--- src/include/adcc_pkg.sv ---
// package for the adc conversion control block
package adcc_pkg;
  // register indices (printed offsets), byte address = 4 * index
  localparam logic [7:0] RESULT_INDEX = 8'h0A;
  localparam logic [7:0] CSR_INDEX = 8'h0B;
  localparam logic [7:0] IRQ_STATUS_INDEX = 8'h0C;
  localparam logic [7:0] IRQ_MASK_INDEX = 8'h0D;
  localparam logic [7:0] HALT_CTRL_INDEX = 8'h0E;
  // control/status field positions
  localparam int FLAG_BIT = 7;
  localparam int ON_BIT = 5;
  localparam int CH_MSB_BIT = 3;
  localparam int CH_WIDTH = 4;
  // reset values
  localparam logic [7:0] RESULT_RESET = 8'h00;
  localparam logic [7:0] CSR_RESET = 8'h00;
  localparam logic [7:0] MASK_RESET = 8'h00;
  // timing
  localparam int CLK_DIV = 4;
  localparam int CONV_PERIODS = 12;
  localparam int CLK_MHZ = 100;
  localparam int STAB_NS = 1000;
  localparam int STAB_CYCLES = (STAB_NS * CLK_MHZ + 999) / 1000;
  // interrupt status bit positions
  localparam int EV_DONE = 0;
  localparam int EV_ABORT = 1;
  localparam int EV_WIDTH = 2;

  typedef enum logic [1:0] {
    ADCC_OFF = 2'b00,
    ADCC_STAB = 2'b01,
    ADCC_CONV = 2'b10
  } adcc_state_type;

  typedef struct packed {
    logic [7:0] code;
    logic [3:0] channel;
  } adcc_sample_type;
endpackage

--- src/design/adcc_top.sv ---
// adc conversion control with classic wishbone register slave
`timescale 1ns/10ps
module adcc_top #(
  parameter bit REDUCED_PINS = 1'b0,
  parameter int NUM_CH = 16
) (
  // clock and reset
  input wire logic ref_clk,
  input wire logic rstn,
  // wishbone slave
  input wire logic wb_cyc_i,
  input wire logic wb_stb_i,
  input wire logic wb_we_i,
  input wire logic [7:0] wb_adr_i,
  input wire logic [3:0] wb_sel_i,
  input wire logic [31:0] wb_dat_i,
  output logic [31:0] wb_dat_o,
  output logic wb_ack_o,
  output logic wb_err_o,
  // converter analog front end
  input wire logic [7:0] conv_code,
  output logic conv_power,
  output logic conv_sample,
  output logic [3:0] conv_channel,
  output logic [1:0] upper_group_en,
  // port logic path
  input wire logic [NUM_CH-1:0] pin_level,
  output logic [NUM_CH-1:0] pin_logic,
  // processor modes
  input wire logic wait_mode,
  input wire logic halt_mode,
  // interrupt
  output logic irq
);
  localparam int CH_W = adcc_pkg::CH_WIDTH;
  logic [7:0] result;
  logic [CH_W-1:0] channel_select;
  logic converter_on;
  logic conversion_complete_flag;
  adcc_pkg::adcc_state_type state;
  logic [1:0] div_cnt;
  logic adc_tick;
  logic [3:0] period_cnt;
  logic [15:0] stab_cnt;
  logic [adcc_pkg::EV_WIDTH-1:0] irq_status;
  logic [adcc_pkg::EV_WIDTH-1:0] irq_mask;
  logic halt_sync1, halt_sync2;
  logic [NUM_CH-1:0] pin_sync1, pin_sync2;
  logic [7:0] code_sync1, code_sync2;
  logic req, wr, rd;
  logic [7:0] idx;
  logic csr_wr, result_rd, status_rd, conv_end, abort_ev, mapped;
  logic [7:0] csr_view;
  logic [31:0] next_rdata;

  assign req = wb_cyc_i && wb_stb_i && !wb_ack_o && !wb_err_o;
  assign idx = {2'b00, wb_adr_i[7:2]};
  assign mapped = (idx == adcc_pkg::RESULT_INDEX) || (idx == adcc_pkg::CSR_INDEX) ||
                  (idx == adcc_pkg::IRQ_STATUS_INDEX) || (idx == adcc_pkg::IRQ_MASK_INDEX) ||
                  (idx == adcc_pkg::HALT_CTRL_INDEX);
  assign wr = req && wb_we_i && mapped && wb_sel_i[0];
  assign rd = req && !wb_we_i && mapped;
  assign csr_wr = wr && idx == adcc_pkg::CSR_INDEX;
  assign result_rd = rd && idx == adcc_pkg::RESULT_INDEX;
  assign status_rd = rd && idx == adcc_pkg::IRQ_STATUS_INDEX;
  assign conv_end = state == adcc_pkg::ADCC_CONV && adc_tick && period_cnt == 4'(adcc_pkg::CONV_PERIODS - 1);
  assign abort_ev = csr_wr && converter_on && state == adcc_pkg::ADCC_CONV;

  // input synchronisers
  always_ff @(posedge ref_clk) begin
    if (!rstn) begin
      halt_sync1 <= 1'b0;
      halt_sync2 <= 1'b0;
      pin_sync1 <= '0;
      pin_sync2 <= '0;
      code_sync1 <= 8'h00;
      code_sync2 <= 8'h00;
    end else begin
      halt_sync1 <= halt_mode;
      halt_sync2 <= halt_sync1;
      pin_sync1 <= pin_level;
      pin_sync2 <= pin_sync1;
      code_sync1 <= conv_code;
      code_sync2 <= code_sync1;
    end
  end

  // analog pins still read as logic
  always_ff @(posedge ref_clk) begin
    if (!rstn) begin
      pin_logic <= '0;
    end else begin
      pin_logic <= pin_sync2;
    end
  end

  // converter clock enable, system clock over four
  always_ff @(posedge ref_clk) begin
    if (!rstn || state == adcc_pkg::ADCC_OFF || csr_wr) begin
      div_cnt <= 2'h0;
    end else begin
      div_cnt <= div_cnt + 2'h1;
    end
  end
  assign adc_tick = div_cnt == 2'(adcc_pkg::CLK_DIV - 1);

  // control fields
  always_ff @(posedge ref_clk) begin
    if (!rstn) begin
      converter_on <= 1'b0;
      channel_select <= 4'h0;
    end else if (csr_wr) begin
      converter_on <= wb_dat_i[adcc_pkg::ON_BIT];
      channel_select <= wb_dat_i[CH_W-1:0];
    end
  end

  // conversion sequencer; wait_mode deliberately unused for control
  always_ff @(posedge ref_clk) begin
    if (!rstn) begin
      state <= adcc_pkg::ADCC_OFF;
      period_cnt <= 4'h0;
      stab_cnt <= 16'h0000;
    end else if (halt_sync2 || !converter_on) begin
      state <= adcc_pkg::ADCC_OFF;
      period_cnt <= 4'h0;
      stab_cnt <= 16'h0000;
    end else begin
      case (state)
        adcc_pkg::ADCC_OFF: begin
          state <= adcc_pkg::ADCC_STAB;
          stab_cnt <= 16'h0000;
        end
        adcc_pkg::ADCC_STAB: begin
          if (stab_cnt == 16'(adcc_pkg::STAB_CYCLES - 1)) begin
            state <= adcc_pkg::ADCC_CONV;
            period_cnt <= 4'h0;
          end else begin
            stab_cnt <= stab_cnt + 16'h0001;
          end
        end
        adcc_pkg::ADCC_CONV: begin
          if (csr_wr) begin
            period_cnt <= 4'h0;
          end else if (conv_end) begin
            period_cnt <= 4'h0;
          end else if (adc_tick) begin
            period_cnt <= period_cnt + 4'h1;
          end
        end
        default: begin
          state <= adcc_pkg::ADCC_OFF;
        end
      endcase
    end
  end

  // result register and done flag
  always_ff @(posedge ref_clk) begin
    if (!rstn) begin
      result <= adcc_pkg::RESULT_RESET;
    end else if (conv_end && !csr_wr) begin
      result <= code_sync2;
    end
  end
  always_ff @(posedge ref_clk) begin
    if (!rstn) begin
      conversion_complete_flag <= 1'b0;
    end else if (conv_end && !csr_wr) begin
      conversion_complete_flag <= 1'b1;
    end else if (result_rd || (csr_wr && converter_on)) begin
      conversion_complete_flag <= 1'b0;
    end
  end

  // analog front end drive
  always_ff @(posedge ref_clk) begin
    if (!rstn) begin
      conv_power <= 1'b0;
      conv_sample <= 1'b0;
      conv_channel <= 4'h0;
      upper_group_en <= 2'b00;
    end else begin
      conv_power <= state != adcc_pkg::ADCC_OFF;
      conv_sample <= state == adcc_pkg::ADCC_CONV && period_cnt < 4'h4;
      conv_channel <= channel_select;
      upper_group_en <= {channel_select[3] && channel_select[2], channel_select[3] && !channel_select[2]};
    end
  end

  // sticky interrupt status, cleared by read, set wins
  always_ff @(posedge ref_clk) begin
    if (!rstn) begin
      irq_status <= '0;
    end else begin
      irq_status <= (status_rd ? '0 : irq_status) | {abort_ev, conv_end && !csr_wr};
    end
  end
  always_ff @(posedge ref_clk) begin
    if (!rstn) begin
      irq_mask <= adcc_pkg::MASK_RESET[adcc_pkg::EV_WIDTH-1:0];
    end else if (wr && idx == adcc_pkg::IRQ_MASK_INDEX) begin
      irq_mask <= wb_dat_i[adcc_pkg::EV_WIDTH-1:0];
    end
  end
  always_ff @(posedge ref_clk) begin
    if (!rstn) begin
      irq <= 1'b0;
    end else begin
      irq <= |(irq_status & irq_mask);
    end
  end

  // read mux
  always_comb begin
    csr_view = adcc_pkg::CSR_RESET;
    csr_view[adcc_pkg::FLAG_BIT] = conversion_complete_flag;
    csr_view[adcc_pkg::ON_BIT] = converter_on;
    csr_view[CH_W-1:0] = channel_select;
    if (REDUCED_PINS) begin
      csr_view[adcc_pkg::CH_MSB_BIT] = 1'b0;
    end
    next_rdata = 32'h00000000;
    case (idx)
      adcc_pkg::RESULT_INDEX: next_rdata[7:0] = result;
      adcc_pkg::CSR_INDEX: next_rdata[7:0] = csr_view;
      adcc_pkg::IRQ_STATUS_INDEX: next_rdata[adcc_pkg::EV_WIDTH-1:0] = irq_status;
      adcc_pkg::IRQ_MASK_INDEX: next_rdata[adcc_pkg::EV_WIDTH-1:0] = irq_mask;
      adcc_pkg::HALT_CTRL_INDEX: next_rdata[1:0] = {wait_mode, halt_sync2};
      default: next_rdata = 32'h00000000;
    endcase
  end

  // bus answer, one wait state
  always_ff @(posedge ref_clk) begin
    if (!rstn) begin
      wb_ack_o <= 1'b0;
      wb_err_o <= 1'b0;
      wb_dat_o <= 32'h00000000;
    end else begin
      wb_ack_o <= req && mapped;
      wb_err_o <= req && !mapped;
      wb_dat_o <= rd ? next_rdata : 32'h00000000;
    end
  end

  // checks
  AST_CONV_LEN: assert property (@(posedge ref_clk) disable iff (!rstn)
    conv_end |-> ##1 (!conv_end) [*8]) else $error("conversions closer than expected");
  AST_FLAG_SET: assert property (@(posedge ref_clk) disable iff (!rstn)
    (conv_end && !csr_wr) |=> conversion_complete_flag) else $error("done flag not set");
  AST_RESULT_LOAD: assert property (@(posedge ref_clk) disable iff (!rstn)
    (conv_end && !csr_wr) |=> result == $past(code_sync2)) else $error("result not loaded");
  AST_RESULT_HOLD: assert property (@(posedge ref_clk) disable iff (!rstn)
    !$past(conv_end) |-> $stable(result)) else $error("result changed between conversions");
  AST_ABORT: assert property (@(posedge ref_clk) disable iff (!rstn)
    (csr_wr && converter_on) |=> !conversion_complete_flag && period_cnt == 4'h0) else $error("abort failed");
  AST_READ_CLR: assert property (@(posedge ref_clk) disable iff (!rstn)
    (result_rd && !conv_end) |=> !conversion_complete_flag) else $error("read did not clear flag");
  AST_OFF: assert property (@(posedge ref_clk) disable iff (!rstn)
    (!converter_on || halt_sync2) |=> ##1 !conv_power) else $error("converter not off");
  AST_ON_START: assert property (@(posedge ref_clk) disable iff (!rstn)
    ($rose(converter_on) && !halt_sync2) |-> ##[1:200] state == adcc_pkg::ADCC_CONV) else $error("no start");
  AST_CH: assert property (@(posedge ref_clk) disable iff (!rstn)
    csr_wr |=> ##1 conv_channel == $past(wb_dat_i[3:0], 2)) else $error("channel not applied");
  COV_CONV: cover property (@(posedge ref_clk) disable iff (!rstn) conv_end);
  COV_ABORT: cover property (@(posedge ref_clk) disable iff (!rstn) abort_ev);
  COV_READ: cover property (@(posedge ref_clk) disable iff (!rstn) result_rd && conversion_complete_flag);
  COV_HALT: cover property (@(posedge ref_clk) disable iff (!rstn) halt_sync2 && converter_on);
  COV_OVERWRITE: cover property (@(posedge ref_clk) disable iff (!rstn) conv_end && conversion_complete_flag);

  // converter timing checks
  AST_TICK_PERIOD: assert property (@(posedge ref_clk) disable iff (!rstn)
    adc_tick |-> ##1 (!adc_tick) [*3]) else $error("converter clock faster than a quarter");
  AST_PERIOD_RANGE: assert property (@(posedge ref_clk) disable iff (!rstn)
    period_cnt <= 4'hB) else $error("period count beyond twelve");
  AST_NEXT_START: assert property (@(posedge ref_clk) disable iff (!rstn)
    (conv_end && !csr_wr && converter_on && !halt_sync2) |=> state == adcc_pkg::ADCC_CONV && period_cnt == 4'h0)
    else $error("next conversion not started at once");
  AST_SAMPLE_POWERED: assert property (@(posedge ref_clk) disable iff (!rstn)
    conv_sample |-> conv_power) else $error("sampling while unpowered");

  // power and mode checks
  AST_POWER_ON: assert property (@(posedge ref_clk) disable iff (!rstn)
    state != adcc_pkg::ADCC_OFF |=> conv_power) else $error("converter not powered");
  AST_OFF_STATE: assert property (@(posedge ref_clk) disable iff (!rstn)
    !converter_on |=> state == adcc_pkg::ADCC_OFF) else $error("sequencer running while off");
  AST_HALT_OFF: assert property (@(posedge ref_clk) disable iff (!rstn)
    halt_sync2 |=> state == adcc_pkg::ADCC_OFF) else $error("sequencer running in halt");
  AST_STAB_FIRST: assert property (@(posedge ref_clk) disable iff (!rstn)
    (state == adcc_pkg::ADCC_OFF && converter_on && !halt_sync2) |=> state == adcc_pkg::ADCC_STAB)
    else $error("stabilization skipped");

  // result, flag and interrupt mask checks
  AST_FLAG_READ_SET: assert property (@(posedge ref_clk) disable iff (!rstn)
    (result_rd && conv_end && !csr_wr) |=> conversion_complete_flag) else $error("read beat flag set");
  AST_RESULT_RO: assert property (@(posedge ref_clk) disable iff (!rstn)
    (wr && idx == adcc_pkg::RESULT_INDEX && !conv_end) |=> $stable(result)) else $error("result written");
  AST_CSR_FLAG_READ: assert property (@(posedge ref_clk) disable iff (!rstn)
    (rd && idx == adcc_pkg::CSR_INDEX) |=> wb_dat_o[7] == $past(conversion_complete_flag))
    else $error("flag misread");
  AST_NO_IRQ_UNMASKED: assert property (@(posedge ref_clk) disable iff (!rstn)
    irq_mask == 2'b00 |=> !irq) else $error("interrupt while all masked");

  // channel and pin checks
  AST_CH_READ_MSB: assert property (@(posedge ref_clk) disable iff (!rstn)
    REDUCED_PINS == 1'b1 |-> !csr_view[adcc_pkg::CH_MSB_BIT]) else $error("channel msb readable");
  AST_UPPER_GROUP: assert property (@(posedge ref_clk) disable iff (!rstn)
    channel_select[3] |=> upper_group_en != 2'b00) else $error("upper group not enabled");
  AST_PIN_PATH: assert property (@(posedge ref_clk) disable iff (!rstn)
    1'b1 |=> pin_logic == $past(pin_sync2)) else $error("pin path broken");

  // bus and interrupt checks
  AST_ACK_DELAY: assert property (@(posedge ref_clk) disable iff (!rstn)
    (req && mapped) |=> wb_ack_o && !wb_err_o) else $error("no acknowledge");
  AST_ACK_PULSE: assert property (@(posedge ref_clk) disable iff (!rstn)
    wb_ack_o |=> !wb_ack_o) else $error("acknowledge longer than a cycle");
  AST_ERR_UNMAPPED: assert property (@(posedge ref_clk) disable iff (!rstn)
    (req && !mapped) |=> wb_err_o && !wb_ack_o) else $error("unmapped access not refused");
  AST_DATA_IDLE: assert property (@(posedge ref_clk) disable iff (!rstn)
    !wb_ack_o |-> wb_dat_o == 32'h00000000) else $error("read data outside acknowledge");
  AST_MASK_WRITE: assert property (@(posedge ref_clk) disable iff (!rstn)
    (wr && idx == adcc_pkg::IRQ_MASK_INDEX) |=> irq_mask == $past(wb_dat_i[1:0])) else $error("mask not written");
  AST_STATUS_CLEAR: assert property (@(posedge ref_clk) disable iff (!rstn)
    (status_rd && !abort_ev && !conv_end) |=> irq_status == 2'b00) else $error("status not cleared");
  AST_IRQ_LEVEL: assert property (@(posedge ref_clk) disable iff (!rstn)
    (|(irq_status & irq_mask)) |=> irq) else $error("interrupt not raised");
endmodule

--- config.mk ---
export PLATFORM = sky130hd
export DESIGN_NAME = adcc_top
export DESIGN_NICKNAME = d
export VERILOG_FILES = /design/src/include/adcc_pkg.sv /design/src/design/adcc_top.sv
export SDC_FILE = /design/constraint.sdc
export NUM_CORES = 1
export LEC_CHECK = 0
export BUFFER_PORTS_ARGS = -buffer_cell sky130_fd_sc_hd__buf_2
export CAP_MARGIN = 20
export CORE_MARGIN = 2
export CORE_UTILIZATION = 49
export DETAILED_ROUTE_END_ITERATION = 16
export PLACE_DENSITY = 0.76
export SLEW_MARGIN = 30
export SYNTH_ARGS = -nofsm -noshare
export SYNTH_HDL_FRONTEND = slang
export SYNTH_SLANG_ARGS = --single-unit
--- constraint.sdc ---
create_clock -name ref_clk -period 2.7 [get_ports ref_clk]
set_clock_uncertainty 0.05 [all_clocks]
set_input_delay 0.27 -clock ref_clk [delete_from_list [all_inputs] [get_ports ref_clk]]
set_output_delay 0.27 -clock ref_clk [all_outputs]
set_load 0.02 [all_outputs]
==> out/metrics.cfg <==
[critical_path]
critPathLaunch=stab_cnt[2]$_SDFFE_PP0P_
crit_path_end_kind=flop
r2r_end=period_cnt[2]$_SDFFE_PP0P_
reg2reg_from=stab_cnt[2]$_SDFFE_PP0P_
start_kind=flop
rrSetupSlack_ns=0.32
required_ns=3.09
worstPathArrival_ns=2.77
critPathCapture=period_cnt[2]$_SDFFE_PP0P_
path_max_fanout=6
crit_type=flop to flop
ff2ff_path_depth=5

[sta]
rsz0062_at_grt=no
drv_slew=0
period_minus_slack_ns=2.38
finalCritPeriodShare=0.882
setup_tns_ns=0
hold_slack_ns=0.125
relSlewSlack=0.638
worst_pin_slew_ns=0.542
max_freq_ghz=0.420
final_hold_viol_count=0
setup_viol=0

[placed_design]
dp_hpwl_um=5870
io_buffers=77
routabilityCongestion=0.835

[layout]
layout-drive-gt1-share=0.222
area_delta_synth_final_pct=28.2
final_util=0.643
diodes=0
nets=649

[yosys]
async_flop_share=0
synth_top_area_share=0.551
synth_edf_count=0
synth_top_area_cell=dfxtp_1
synthCells=452
synth_ff_type=dfxtp_1
syn_avg_cell_area_um2=10.2
synthTopCellsByArea=dfxtp_1, and2_1, buf_4
ys_ff_latch=127
yosysSeqAreaShare=0.551
syn-cell-area_um2=4610
yosysWarnings=0
yosysUniqueCellTypes=50

[floorplanning]
dieArea_um2=10200
core-area_um2=9200
die_h_um=101
rows=35
num_io_pins=134
die_w_um=101
start_util=0.501

[drt]
routed_via_density=4.99
first_iter_violations=134
vias=3451
drtAntennaViolNets=0
first_pass_iters=4
wire_per_inst_um=13.6
wirelength_um=9390
drcViolationCount=0

[cts]
h-tree-depth=4
cts_resized=0
cts_buffers=17
cts_tree=built
clk_latency_ns=0.51
cts.clk_slew.worst_paths_ns=0.06
cts_root_buf=clkbuf_8
cts_buffer_depth=2
clkSinkCount=127

[pwr]
vdd_drop_max_mv=0.427
leakagePower_nw=2.50
switchingPower_mw=0.961
clkPwrFrac=0.505
pwr_density_cell_nw_per_um2=718
swShare=0.226
pwr-share-seq=0.454
p_int_mw=3.29
p_comb_frac=0.041

[global_routing]
grt_start_max_net_pins=76
track_usage=0.195
grt_pass1_vias=3422
antenna_found_initial=0
grt_pass1_wl_um=15400
grt_overflow=0

[status]
run_status=finished clean

[run]
cap_violations=0

[worst_hold_path]
min_path_type=input pin to flop

[synthesized netlist by cell type, types with 4 or more instances]
cell / count
a211oi_1: 7
a21oi_1: 18
a22oi_1: 5
and2_1: 73
and3_1: 7
buf_4: 24
clkbuf_1: 16
dfxtp_1: 127
ha_1: 6
inv_1: 9
mux2i_1: 17
nand2_1: 15
nand3_1: 16
nor2_1: 36
nor4_1: 5
o21ai_1: 4
o31ai_1: 5
or4_1: 7
xnor2_1: 7
[cell families after synthesis]
logic type,count (synthesis),share of synthesized area
AND/OR/NAND/NOR,187,0.234
XOR/XNOR,7,0.0133
other,1,0.000813
flip-flops,127,0.551
multiplexers,18,0.0393
AO/OA/AOI/OAI,55,0.0839
buffers and inverters,51,0.0613
adder cells (fa/ha/maj),6,0.0163
[routing by layer]
layer / up-vias / routed length (um) / part of all wire / GRT usage
met3: 11 / 590 / 0.063 / 0.0680
li1: 1732 / - / - / -
met4: 0 / 89 / 0.0095 / 0.0728
met2: 94 / 4770 / 0.51 / 0.332
met1: 1614 / 3930 / 0.42 / 0.228
met5: - / 0 / 0 / 0
[critical path: stages, from the launching register on]
cell	delay [ns]
dfxtp_1	0.37
or4_4	0.60
o41ai_4	0.44
o311ai_2	0.21
or4_4	0.52
o22ai_1	0.11
[timing repair]
item,in CTS,in global routing
setup buffers,0,0
hold buffers,30,0
endpoints found under the hold margin,32,0
[how the worst min path moves through the flow]
stage | start | to | slack (ns) | cells past startpoint
after floorplan | conv_code[0] | code_sync1[0]$_SDFF_PN0_ | 0.35 | 1
after global placement | pin_sync1[9]$_SDFF_PN0_ | pin_sync2[9]$_SDFF_PN0_ | 0.36 | 1
after detailed placement | pin_sync2[2]$_SDFF_PN0_ | pin_logic[2]$_SDFF_PN0_ | 0.37 | 1
after CTS | wb_we_i | wb_dat_o[6]$_SDFF_PN0_ | 0.1 | 3
after global routing | wb_we_i | wb_dat_o[6]$_SDFF_PN0_ | 0.14 | 3
final | wb_we_i | wb_dat_o[6]$_SDFF_PN0_ | 0.13 | 3
[metrics by stage]
step | total power [mW] | cells | setup slack, ns | cell area [um^2]
final | 4.25 | 692 | 0.319 | 5910
after global routing | 4.40 | 692 | 0.187 | 5910
after CTS | 4.28 | 692 | 0.324 | 5910
after detailed placement | 2.11 | 630 | 0.344 | 5040
after global placement | 2.10 | 630 | 0.362 | 5040
after floorplan | 2.08 | 475 | 0.476 | 4700
[cell usage in the layout, fill, tap and decap left out, drive strengths merged, types with 2 or more instances in the layout]
master | netlist | final
dfxtp | 127 | 127
buf | 26 | 86
and2 | 73 | 73
nor2 | 36 | 36
dlygate4sd3 | 0 | 30
conb | 1 | 24
clkbuf | 16 | 19
a21oi | 18 | 18
mux2i | 17 | 17
nand3 | 16 | 16
nand2 | 15 | 15
inv | 9 | 14
or4 | 10 | 10
o21ai | 8 | 8
and3 | 7 | 7
a211oi | 7 | 7
xnor2 | 7 | 7
ha | 6 | 6
nor4 | 6 | 6
o31ai | 5 | 5
a22oi | 5 | 5
clkinv | 0 | 4
and4 | 3 | 3
nand3b | 3 | 3
o22ai | 3 | 3
nand4 | 3 | 3
or3 | 3 | 3
clkinvlp | 0 | 3
nor3b | 2 | 2
and3b | 2 | 2
nor2b | 2 | 2
or2 | 2 | 2
[final cells by class]
class                      count  area, um^2
inverter                       9        33.8
clock buffer                  19         442
tap                          111         139
multi-input combinational    297        1870
fill                         714        3280
clock inverter                13         130
sequential                   127        2540
timing repair buffer         116         753
[power groups by stage]
| stage | Sequential (mW) | Combinational, mW | Clock, mW |
|---|---|---|---|
| after detailed placement | 1.97 | 0.139 | 0 |
| after global routing | 1.93 | 0.192 | 2.27 |
| after floorplan | 1.97 | 0.107 | 0 |
| after global placement | 1.97 | 0.137 | 0 |
| after CTS | 1.93 | 0.173 | 2.19 |
| final | 1.93 | 0.175 | 2.14 |
[flip-flops by register name (all words and copies together) (netlist names), 2 cells and up]
name            count
wb_dat_o            8
pin_logic          16
stab_cnt           16
result              8
conv_channel        4
code_sync1          8
upper_group_en      2
channel_select      4
pin_sync2          16
period_cnt          4
irq_status          2
pin_sync1          16
div_cnt             2
irq_mask            2
state               2
code_sync2          8
Power figures use the tool's default switching activity.
